`src/ehpw_pkg.sv`:
```
// Constants for the host-port simplex write master.
`default_nettype none
package ehpw_pkg;
    // ------------------------------------------------------------
    // Widths
    // ------------------------------------------------------------
    localparam int ADDR_W = 24;
    localparam int DATA_W = 16;
    localparam int CNT_W = 6;

    // ------------------------------------------------------------
    // Phase lengths in expansion-bus clock cycles
    // ------------------------------------------------------------
    localparam logic [CNT_W-1:0] SEL_TO_STROBE_CYC = 6'h03;
    localparam logic [CNT_W-1:0] STROBE_CYC = 6'h04;
    localparam logic [CNT_W-1:0] HOLD_CYC = 6'h04;
    localparam logic [CNT_W-1:0] RECOV_CYC = 6'h02;
    localparam logic [CNT_W-1:0] ADDR_MIN_CYC = 6'h0b;

    // ------------------------------------------------------------
    // Bus mode of the selected chip select
    // ------------------------------------------------------------
    localparam logic [1:0] MODE_STROBE = 2'h0;
    localparam logic [1:0] MODE_RWSEL = 2'h1;
    localparam logic [1:0] MODE_HOST_PORT = 2'h2;

    // Access states, one-hot.
    typedef enum logic [4:0] {
        ST_IDLE = 5'b00001,
        ST_SETUP = 5'b00010,
        ST_STROBE = 5'b00100,
        ST_HOLD = 5'b01000,
        ST_RECOV = 5'b10000
    } ehpw_state_t;
endpackage
`default_nettype wire

```
`src/ehpw_phase_cnt.sv`:
```
// Down counter that times one access phase.
`timescale 1ns/1ps
`default_nettype none
module ehpw_phase_cnt
    import ehpw_pkg::*;
(
    // Clock and reset.
    input wire logic i_mclk,
    input wire logic i_nrst,
    // Control.
    input wire logic i_load,
    input wire logic [CNT_W-1:0] i_load_val,
    input wire logic i_stall,
    // Status.
    output logic o_last,
    output logic [CNT_W-1:0] o_cnt
);
    logic [CNT_W-1:0] cnt_r;

    // ------------------------------------------------------------
    // Counter
    // ------------------------------------------------------------
    // One step per bus clock; a stall freezes the count.
    always_ff @(posedge i_mclk or negedge i_nrst) begin
        if (!i_nrst) begin
            cnt_r <= '0;
        end else if (i_load) begin
            cnt_r <= i_load_val;
        end else if (!i_stall && cnt_r != '0) begin
            cnt_r <= cnt_r - 6'h01;
        end
    end

    assign o_last = (cnt_r == 6'h01) && !i_stall;
    assign o_cnt = cnt_r;
endmodule
`default_nettype wire

```
`src/ehpw_host_write.sv`:
```
// Expansion-bus master for 16-bit host-port simplex writes.
// Function
// - Address valid with select, 11 to 45
// - Strobe 3 to 4 cycles after select
// - Strobe pulse width 4 to 5 cycles
// - Data valid 4 to 5 before strobe rise
// - Data held 4 to 36 after rise
// - Recovery 2 to 17 cycles between accesses
// - Hold setup one clock after ready deasserts
// - All counts in expansion-bus clock cycles
// - Wait shared on selects 0-7, strobe/rwsel only
// - Ignore wait on synchronous strobe-mode writes
`timescale 1ns/1ps
`default_nettype none
module ehpw_host_write
    import ehpw_pkg::*;
(
    // Clock and reset.
    input wire logic i_mclk,
    input wire logic i_nrst,
    // Write request.
    input wire logic i_wr_req,
    input wire logic [ADDR_W-1:0] i_wr_addr,
    input wire logic [DATA_W-1:0] i_wr_data,
    input wire logic [2:0] i_wr_cs,
    input wire logic [1:0] i_bus_mode,
    input wire logic i_sync_write,
    // Configuration.
    input wire logic i_ready_en,
    // Slave handshakes.
    input wire logic i_host_ready_indicator,
    input wire logic i_ext_wait_request_n,
    // Bus pins.
    output logic [ADDR_W-1:0] o_addr,
    output logic [7:0] o_cs_n,
    output logic o_host_data_strobe_n,
    output logic [DATA_W-1:0] o_data,
    output logic o_data_oe,
    // Status.
    output logic o_busy,
    output logic o_done
);
    ehpw_state_t state_r, state_nxt;
    logic [ADDR_W-1:0] addr_r;
    logic [DATA_W-1:0] data_r;
    logic [2:0] cs_r;
    logic wait_honoured_r;
    logic ready_busy_r;
    logic cnt_load, cnt_stall, cnt_last, take;
    logic [CNT_W-1:0] cnt_val, cnt_now;
    logic [7:0] cs_n_r;
    logic strobe_n_r, oe_r, busy_r, done_r;

    // Decodes a select number into an active-low select vector.
    function automatic logic [7:0] cs_decode_n(input logic [2:0] sel);
        cs_decode_n = ~(8'h01 << sel);
    endfunction

    // Tells whether a state holds the select active.
    function automatic logic cs_phase(input ehpw_state_t st);
        cs_phase = (st == ST_SETUP) || (st == ST_STROBE) || (st == ST_HOLD);
    endfunction

    // ------------------------------------------------------------
    // Phase control
    // ------------------------------------------------------------
    // A new request is taken when idle or on the last recovery cycle.
    assign take = i_wr_req && ((state_r == ST_IDLE) || (state_r == ST_RECOV && cnt_last));

    // Setup waits while the slave is busy and one clock more.
    // Strobe waits on a low wait request only when honoured.
    always_comb begin
        cnt_stall = 1'b0;
        if (state_r == ST_SETUP) begin
            cnt_stall = i_ready_en && (i_host_ready_indicator || ready_busy_r);
        end else if (state_r == ST_STROBE) begin
            cnt_stall = wait_honoured_r && !i_ext_wait_request_n;
        end
    end

    // Next state and counter reload.
    always_comb begin
        state_nxt = state_r;
        cnt_load = 1'b0;
        cnt_val = '0;
        unique case (state_r)
            ST_IDLE: begin
                if (take) begin
                    state_nxt = ST_SETUP;
                    cnt_load = 1'b1;
                    cnt_val = SEL_TO_STROBE_CYC;
                end
            end
            ST_SETUP: begin
                if (cnt_last) begin
                    state_nxt = ST_STROBE;
                    cnt_load = 1'b1;
                    cnt_val = STROBE_CYC;
                end
            end
            ST_STROBE: begin
                if (cnt_last) begin
                    state_nxt = ST_HOLD;
                    cnt_load = 1'b1;
                    cnt_val = HOLD_CYC;
                end
            end
            ST_HOLD: begin
                if (cnt_last) begin
                    state_nxt = ST_RECOV;
                    cnt_load = 1'b1;
                    cnt_val = RECOV_CYC;
                end
            end
            ST_RECOV: begin
                if (take) begin
                    state_nxt = ST_SETUP;
                    cnt_load = 1'b1;
                    cnt_val = SEL_TO_STROBE_CYC;
                end else if (cnt_last) begin
                    state_nxt = ST_IDLE;
                end
            end
        endcase
    end

    ehpw_phase_cnt u_cnt (
        .i_mclk(i_mclk),
        .i_nrst(i_nrst),
        .i_load(cnt_load),
        .i_load_val(cnt_val),
        .i_stall(cnt_stall),
        .o_last(cnt_last),
        .o_cnt(cnt_now)
    );

    // State register.
    always_ff @(posedge i_mclk or negedge i_nrst) begin
        if (!i_nrst) begin
            state_r <= ST_IDLE;
        end else begin
            state_r <= state_nxt;
        end
    end

    // Remembers a busy slave for one extra setup clock.
    always_ff @(posedge i_mclk or negedge i_nrst) begin
        if (!i_nrst) begin
            ready_busy_r <= 1'b0;
        end else begin
            ready_busy_r <= i_ready_en && i_host_ready_indicator;
        end
    end

    // ------------------------------------------------------------
    // Request capture
    // ------------------------------------------------------------
    // Address, data and select stay frozen for the whole access.
    // The wait request is honoured only in strobe or rwsel mode, and
    // never on a synchronous strobe-mode write.
    always_ff @(posedge i_mclk or negedge i_nrst) begin
        if (!i_nrst) begin
            addr_r <= '0;
            data_r <= '0;
            cs_r <= '0;
            wait_honoured_r <= 1'b0;
        end else if (take) begin
            addr_r <= i_wr_addr;
            data_r <= i_wr_data;
            cs_r <= i_wr_cs;
            wait_honoured_r <= (i_bus_mode == MODE_RWSEL) ||
                ((i_bus_mode == MODE_STROBE) && !i_sync_write);
        end
    end

    // ------------------------------------------------------------
    // Registered pin drive
    // ------------------------------------------------------------
    // Select, strobe, enable and busy are decoded from the next state, done from the current one; each comes from a flop.
    always_ff @(posedge i_mclk or negedge i_nrst) begin
        if (!i_nrst) begin
            cs_n_r <= 8'hff;
            strobe_n_r <= 1'b1;
            oe_r <= 1'b0;
            busy_r <= 1'b0;
            done_r <= 1'b0;
        end else begin
            cs_n_r <= cs_phase(state_nxt) ? cs_decode_n(take ? i_wr_cs : cs_r) : 8'hff;
            strobe_n_r <= (state_nxt != ST_STROBE);
            oe_r <= (state_nxt == ST_STROBE) || (state_nxt == ST_HOLD);
            busy_r <= (state_nxt != ST_IDLE);
            done_r <= (state_r == ST_HOLD) && cnt_last;
        end
    end

    assign o_addr = addr_r;
    assign o_data = data_r;
    assign o_cs_n = cs_n_r;
    assign o_host_data_strobe_n = strobe_n_r;
    assign o_data_oe = oe_r;
    assign o_busy = busy_r;
    assign o_done = done_r;

    // ------------------------------------------------------------
    // Checks
    // ------------------------------------------------------------
    logic cs_act;
    logic [CNT_W-1:0] cs_len_r;
    assign cs_act = (cs_n_r != 8'hff);

    // Counts how long the select has been active, saturating.
    always_ff @(posedge i_mclk or negedge i_nrst) begin
        if (!i_nrst) begin
            cs_len_r <= '0;
        end else if (!cs_act) begin
            cs_len_r <= '0;
        end else if (cs_len_r != 6'h3f) begin
            cs_len_r <= cs_len_r + 6'h01;
        end
    end
endmodule
`default_nettype wire

```
`config.mk`:
```
export PLATFORM = sky130hd
export DESIGN_NAME = ehpw_host_write
export DESIGN_NICKNAME = d
export VERILOG_FILES = /design/src/ehpw_pkg.sv /design/src/ehpw_phase_cnt.sv /design/src/ehpw_host_write.sv
export SDC_FILE = /design/constraint.sdc
export NUM_CORES = 1
export LEC_CHECK = 0
export BUFFER_PORTS_ARGS = -buffer_cell sky130_fd_sc_hd__buf_4
export CAP_MARGIN = 20
export CELL_PAD_IN_SITES_DETAIL_PLACEMENT = 1
export CELL_PAD_IN_SITES_GLOBAL_PLACEMENT = 1
export CORE_MARGIN = 2
export CORE_UTILIZATION = 39
export DETAILED_ROUTE_END_ITERATION = 16
export PLACE_DENSITY = 0.84
export SLEW_MARGIN = 15
export SYNTH_ARGS = -nofsm -noshare
export SYNTH_HDL_FRONTEND = slang
export SYNTH_SLANG_ARGS = --single-unit
```
`constraint.sdc`:
```
create_clock -name i_mclk -period 3 [get_ports i_mclk]
set_clock_uncertainty 0.05 [all_clocks]
set_input_delay 0.9 -clock i_mclk [delete_from_list [all_inputs] [get_ports i_mclk]]
set_output_delay 0.9 -clock i_mclk [all_outputs]
set_load 0.01 [all_outputs]
```
==> Yosys cells after proc, flatten, opt, wreduce, memory -nomap -nowiden <==
Cells that the tools add are included.
{ "word_totals": {"register_bits": 68, "latchBits": 0, "mem_bits_rw": 0, "romBits": 0, "input_bits": 52, "out_inout_bits": 52, "elab_cells": 71, "memories": 0} }
{ "classes": {"add_sub_neg": 1, "multipliers": 0, "div_mod_pow": 0, "order_cmp": 0, "eq_ne": 12, "shifts": 1, "n_mux": 20, "bitwise": 1, "n_reduce_logical": 24} }
{ "op_table": {"columns": ["operator", "count"], "rows": [
  ["$mux 5", 6],
  ["$pmux 5 s5", 1],
  ["$pmux 6 s3", 1],
  ["$mux 6", 2],
  ["$eq 5x2->1 const B", 2],
  ["$eq 5x3->1 const B", 2],
  ["$eq 5x4->1 const B", 2],
  ["$logic_and 1x1->1", 9],
  ["$mux 8", 1],
  ["$not 8->8", 1],
  ["$shl 1x3->8 const A", 1],
  ["$eq 6x1->1 const B", 1],
  ["$logic_or 1x1->1", 6],
  ["$mux 3", 2],
  ["$reduce_bool 6->1", 1],
  ["$sub 6x1->6 const B", 1],
  ["$eq 5x1->1 const B", 1],
  ["$eq 5x5->1 const B", 1],
  ["$ne 5x1->1 const B", 1],
  ["$ne 5x3->1 const B", 1],
  ["$mux 1", 4],
  ["$mux 2", 2],
  ["$reduce_or 2->1", 2],
  ["$logic_not 1->1", 3],
  ["other kinds (5)", 5]
]} }

==> Logic depth before layout (Yosys ltp) <==
{ "depth": {"word_depth": 15, "mapped_depth": 8, "mapped_depth_nobuf": 8} }

==> Modules after synthesis <==
From an unflattened synthesis, not the netlist that was laid out.
{ "unflattened": {"cells_unflattened": 244, "area_unflattened_um2": 3014.1} }
{ "modules_own_cells": {"columns": ["mod", "instances", "cells_per_inst", "area_each_um2", "seq_area_each_um2"], "rows": [
  ["ehpw_host_write", 1, 197, 2573.7, 1564.0],
  ["ehpw_phase_cnt", 1, 47, 440.4, 150.1]
]} }

==> Worst setup path after synthesis <==
OpenSTA, ideal clock, no wires.
{ "synth_path": {"kind": "input-to-reg", "from": "input port i_ext_wait_request_n", "to": "register busy_r, in the netlist o_busy", "t_arrival_ps": 2344, "t_required_ps": 2811, "path_slack_ps": 467, "cell_stages": 5, "n_path_buf": 0, "cell_sequence": "and4bb_2 a211oi_4 a31oi_1 or4_1 or4_1"} }
{ "synth_via": {"elab_chain_len": 12, "elab_cells_between_ends": 17, "classes_between": "eq/ne: 1; mux: 9; reduce/logical: 7"} }
{ "synth_rtl": {"columns": ["element", "line_no", "rtl"], "rows": [
  ["start, declared", "ehpw_host_write.sv:32", "input wire logic i_ext_wait_request_n,"],
  ["$logic_not 1->1 (*)", "ehpw_host_write.sv:77", "cnt_stall = wait_honoured_r && !i_ext_wait_request_n;"],
  ["$logic_and 1x1->1 (*)", "ehpw_host_write.sv:77", null],
  ["$mux 1 (*)", "ehpw_host_write.sv:76", "end else if (state_r == ST_STROBE) begin"],
  ["$mux 1 (*)", "ehpw_host_write.sv:74", "if (state_r == ST_SETUP) begin"],
  ["$logic_not 1->1 (*)", "ehpw_phase_cnt.sv:34", "assign o_last = (cnt_r == 6'h01) && !i_stall;"],
  ["$logic_and 1x1->1 (*)", "ehpw_phase_cnt.sv:34", null],
  ["$logic_and 1x1->1", "ehpw_host_write.sv:68", "assign take = i_wr_req && ((state_r == ST_IDLE) || (state_r == ST_RECOV && cnt_last));"],
  ["$logic_or 1x1->1", "ehpw_host_write.sv:68", null],
  ["$logic_and 1x1->1", "ehpw_host_write.sv:68", null],
  ["$mux 5 (on tied branches)", "ehpw_host_write.sv:116, ehpw_host_write.sv:88", null],
  ["$pmux 5 s5 (*)", "ehpw_host_write.sv:86", "unique case (state_r)"],
  ["$ne 5x1->1 (*)", "ehpw_host_write.sv:191", "busy_r <= (state_nxt != ST_IDLE);"],
  ["end signal, assigned", "ehpw_host_write.sv:191", null],
  ["end, declared", "ehpw_host_write.sv:52", "logic strobe_n_r, oe_r, busy_r, done_r;"]
]} }
Mark *: on every way between the ends. The rest lies on a longest branch, timed or not.
A chain may end at the register's enable or synchronous reset.

==> Final worst setup path <==
{ "layout_path": {"from": "register state_r[3]", "to": "register cs_n_r[3], in the netlist o_cs_n[3]"} }
{ "layout_via": {"elab_chain_len": 14, "elab_cells_between_ends": 28, "classes_between": "eq/ne: 8; shift: 1; mux: 11; bitwise: 1; reduce/logical: 7"} }
{ "layout_rtl": {"columns": ["element", "line_no", "rtl"], "rows": [
  ["start, declared", "ehpw_host_write.sv:43", "ehpw_state_t state_r, state_nxt;"],
  ["start signal, assigned", "ehpw_host_write.sv:142", "state_r <= state_nxt;"],
  ["$eq 5x3->1", "ehpw_host_write.sv:76, ehpw_host_write.sv:86", null],
  ["$mux 1", "ehpw_host_write.sv:76", null],
  ["$mux 1", "ehpw_host_write.sv:74", null],
  ["$logic_not 1->1", "ehpw_phase_cnt.sv:34", null],
  ["$logic_and 1x1->1", "ehpw_phase_cnt.sv:34", null],
  ["$logic_and 1x1->1", "ehpw_host_write.sv:68", null],
  ["$logic_or 1x1->1", "ehpw_host_write.sv:68", null],
  ["$logic_and 1x1->1", "ehpw_host_write.sv:68", null],
  ["$mux 5 (on tied branches)", "ehpw_host_write.sv:116, ehpw_host_write.sv:88", null],
  ["$pmux 5 s5", "ehpw_host_write.sv:86", null],
  ["$eq 5x2->1 / $eq 5x3->1 (equally long branches)", "ehpw_host_write.sv:61", "cs_phase = (st == ST_SETUP) || (st == ST_STROBE) || (st == ST_HOLD);"],
  ["$logic_or 1x1->1 (2 in series)", "ehpw_host_write.sv:61", null],
  ["$mux 8 (*)", "ehpw_host_write.sv:188", "cs_n_r <= cs_phase(state_nxt) ? cs_decode_n(take ? i_wr_cs : cs_r) : 8'hff;"],
  ["end signal, assigned", "ehpw_host_write.sv:188", null],
  ["end, declared", "ehpw_host_write.sv:51", "logic [7:0] cs_n_r;"]
]} }
Marked as above.

==> out/results.tsv <==
stage	metric	value	unit
clock_tree	cts_tree	yes	
sta	finalHoldViolCount	0	
setup_path	crit_path_end_kind	flip-flop	
logic_synthesis	syn_inst	250	
min_path	hp-start	o_data[15]$_DFFE_PN0P_	
logic_synthesis	synth_cell_types	59	
setup_path	worst_path_max_delay_cell	nor4b_2	
finish	design_area	4234	µm²
drt	first_pass_iters	4	
global_routing	globalRouteOverflowTotal	0	
sta	relSlewSlack	40.16	%
setup_path	worstReg2RegEnd	o_cs_n[3]$_DFF_PN1_	
floorplanning	fp.dieH	93.22	µm
setup_path	crit_fanout	15	
setup_path	crit_path_start_kind	flip-flop	
run	maxCapViolCount	0	
floorplanning	io_pins	104	
sta	fin_crit	2.610	ns
status	status	finished clean	
floorplanning	coreArea	7727	µm²
clock_tree	clock_path_buffers	2	
drt	drtIter0Drc	131	
setup_path	worst-endpoint-arrival	2.78	ns
logic_synthesis	synthesis.nets	305	
setup_path	criticalPathCategory	reg2reg	
pwr	power.leakage	1.996	nW
drt	via_per_inst	5.398	
logic_synthesis	netlist_area	3104	µm²
finish	multi_input_area	1308	µm²
placed_design	io_buffers	103	
finish	fin_nets	413	
placed_design	placed_cell_area	4010	µm²
clock_tree	cts_max_level	3	
floorplanning	initial_core_util	40.17	%
global_routing	grt_pass1_vias	2677	
global_routing	grt_pass1_wl	13730	µm
setup_path	r2r_start	state_r[3]$_DFF_PN0_	
clock_tree	cts.repair.resized	0	
logic_synthesis	avgSynthCellArea	12.42	µm²
finish	insertedDiodeCount	0	
finish	seq_area	1714	µm²
sta	setup_viol	0	
pwr	p_seq_share	39.2	%
pwr	pwr-share-clk	21.3	%
clock_tree	cts_hold_buf	0	
pwr	combPwrFrac	39.5	%
logic_synthesis	synth_ff_type	dfrtp_1	
finish	syn_to_final_growth	36.40	%
setup_path	critPathMaxStageDelay	0.85	ns
logic_synthesis	synth_edf_count	0	
sta	period_share	87.00	%
sta	fmaxAchievable	383.1	MHz
logic_synthesis	synthArstFlopShare	100.0	%
logic_synthesis	ys_warn_count	0	
placed_design	dp_hpwl	6296	µm
finish	drive_gt1_share	52.07	%
global_routing	grt_max_degree	69	
drt	wl	8964	µm
drt	drc_errors	0	
min_path	hold_class	reg2reg	
clock_tree	clk_latency	0.34	ns
pwr	switchingPower	0.001441	W
floorplanning	die_x	93.22	µm
setup_path	required	3.17	ns
clock_tree	cts-buffers-inserted	9	
logic_synthesis	ys_seq_elements	68	
global_routing	antenna_found_initial	0	
pwr	switching_share	35.78	%
setup_path	crit_end	o_cs_n[3]$_DFF_PN1_	
finish	fill_cells	843	
pwr	intPower	0.002587	W
clock_tree	postCtsSetupRepairBufs	0	
setup_path	critPathLaunch	state_r[3]$_DFF_PN0_	
pwr	cellPowerDensity	951.5	nW/µm²
clock_tree	cts_sinks	68	
sta	worst_pin_slew	0.8953	ns
pwr	peakVddDrop	421.2	µV
floorplanning	rows	32	
sta	grt_setup_unrepaired	false	
setup_path	rrSetupSlack	0.39	ns
sta	drv_slew	0	
clock_tree	root_buffer	clkbuf_8	
drt	dr_total_vias	2510	
placed_design	place_congestion	0.9050	
setup_path	r2r_cells	4	
logic_synthesis	ys_seq_area_share	55.22	%
drt	avgRoutedWirePerCell	19.28	µm
clock_tree	clk_pin_slew	0.08	ns
sta	tns	0	ns
drt	ant_nets	0	
global_routing	grt_use_total	20.82	%
setup_path	crit_chain	nor4b_2, a21oi_1, a211oi_1, nand4_1	
floorplanning	die_area	8689	µm²
[synth_stat cells (2+ instances only)]
cell type | count | area, µm²
nor3b_1 | 2 | 15.01
o211ai_1 | 3 | 22.52
nor2_1 | 14 | 52.55
clkbuf_1 | 9 | 33.78
and3_1 | 3 | 18.77
nand4_1 | 10 | 62.56
or4_1 | 2 | 15.01
and2_1 | 2 | 12.51
a21oi_1 | 6 | 30.03
nand2b_1 | 2 | 12.51
nor3_1 | 5 | 25.02
nand2_1 | 10 | 37.54
a211oi_1 | 4 | 30.03
o31ai_1 | 2 | 15.01
buf_1 | 2 | 7.510
ha_1 | 3 | 37.54
xor2_1 | 4 | 35.03
inv_1 | 7 | 26.28
a22oi_1 | 2 | 15.01
nand3_1 | 4 | 20.02
nor2b_1 | 3 | 18.77
o21ai_0 | 5 | 25.02
mux2_2 | 40 | 450.4
dfrtp_1 | 58 | 1451
a211o_1 | 3 | 26.28
dfstp_2 | 10 | 262.8
nor4_1 | 3 | 18.77
[flip-flops by register name (all words and copies together), names as in the netlist, 3 cells and up]
register and count:
o_addr 24, o_data 16, o_cs_n 8, u_cnt.o_cnt 6, state_r 5, cs_r 3
[final cells by class]
type / count / share of cell area (%)
inverters: 8 / 0.7092
clock buffers: 10 / 3.251
clock inverters: 6 / 2.039
repair buffers: 109 / 19.62
flip-flops and latches: 68 / 40.48
well taps: 102 / 3.014
multi-input cells: 162 / 30.88
[cell usage in the layout (no fill, tap or decap), types with 2 or more instances in the layout]
cell / count
nor2b_1: 3
mux2_2: 40
o211ai_1: 3
clkbuf_8: 10
and3_1: 3
inv_1: 7
nand2b_1: 2
ha_1: 3
a211o_1: 3
and2_1: 2
buf_4: 108
xor2_1: 4
dfstp_2: 10
nor3_1: 5
clkinv_2: 2
nand3_1: 4
nor4_1: 3
a211oi_1: 4
nor2_1: 14
nand4_1: 10
nor3b_1: 2
bufinv_16: 2
or4_1: 2
o31ai_1: 2
dfrtp_1: 58
o21ai_0: 5
nand2_1: 10
a21oi_1: 6
a22oi_1: 2
[metal layers]
| metal | global-route usage (%) | vias to the layer above | part of all wire (%) |
|---|---|---|---|
| met5 | 0 | - | 0 |
| met4 | 11.03 | 0 | 3.0 |
| met3 | 5.157 | 19 | 4.6 |
| met2 | 36.78 | 71 | 55 |
| met1 | 23.05 | 1280 | 37 |
| li1 | - | 1140 | - |
[worst min-delay path by stage]
stage / endpoint / slack [ns] / cells after the start
final: o_data[15]$_DFFE_PN0P_ / 0.46 / 1
after global routing: o_data[4]$_DFFE_PN0P_ / 0.47 / 1
after CTS: o_data[4]$_DFFE_PN0P_ / 0.46 / 1
after detailed placement: o_addr[5]$_DFFE_PN0P_ / 0.45 / 1
after global placement: o_addr[9]$_DFFE_PN0P_ / 0.44 / 1
after floorplan: wait_honoured_r$_DFFE_PN0P_ / 0.41 / 2
[power by group through the flow]
stage | sequential [W] | combinational (W) | clock, W
2_1_floorplan | 0.00162 | 0.000788 | 0
3_3_place_gp | 0.00156 | 0.00152 | 0
3_5_place_dp | 0.00159 | 0.00158 | 0
4_1_cts | 0.00158 | 0.00160 | 0.000875
5_1_grt | 0.00163 | 0.00172 | 0.000909
6_report | 0.00158 | 0.00159 | 0.000859
[critical path: cells and delay by family, from the launching register on]
kind,cells,cell delay [ns]
AND/OR/NAND/NOR,2,1.06
flip-flops,1,0.57
AO/OA/AOI/OAI,2,0.81
[per-stage QoR]
step / hold WS, ns / utilization [%] / cells / setup slack (ns) / power (W)
2_1_floorplan: 0.4128 / - / 250 / 0.4674 / 0.002403
3_3_place_gp: 0.4377 / 51.89 / 449 / 0.2858 / 0.003077
3_5_place_dp: 0.4453 / 51.89 / 449 / 0.2277 / 0.003173
4_1_cts: 0.4644 / 54.79 / 465 / 0.4163 / 0.004060
5_1_grt: 0.4719 / 54.79 / 465 / 0.1614 / 0.004260
6_report: 0.4602 / 54.79 / 465 / 0.3899 / 0.004029
[kinds of logic after synthesis]
family                   after synthesis  share of synthesized area, %
AO/OA/AOI/OAI                         40                         10.28
XOR/XNOR                               4                         1.128
adder cells (fa/ha/maj)                3                         1.209
buffers and inverters                 20                         2.660
flip-flops                            68                         55.22
multiplexers                          43                         15.76
AND/OR/NAND/NOR                       72                         13.74
Power figures use the tool's default switching activity.
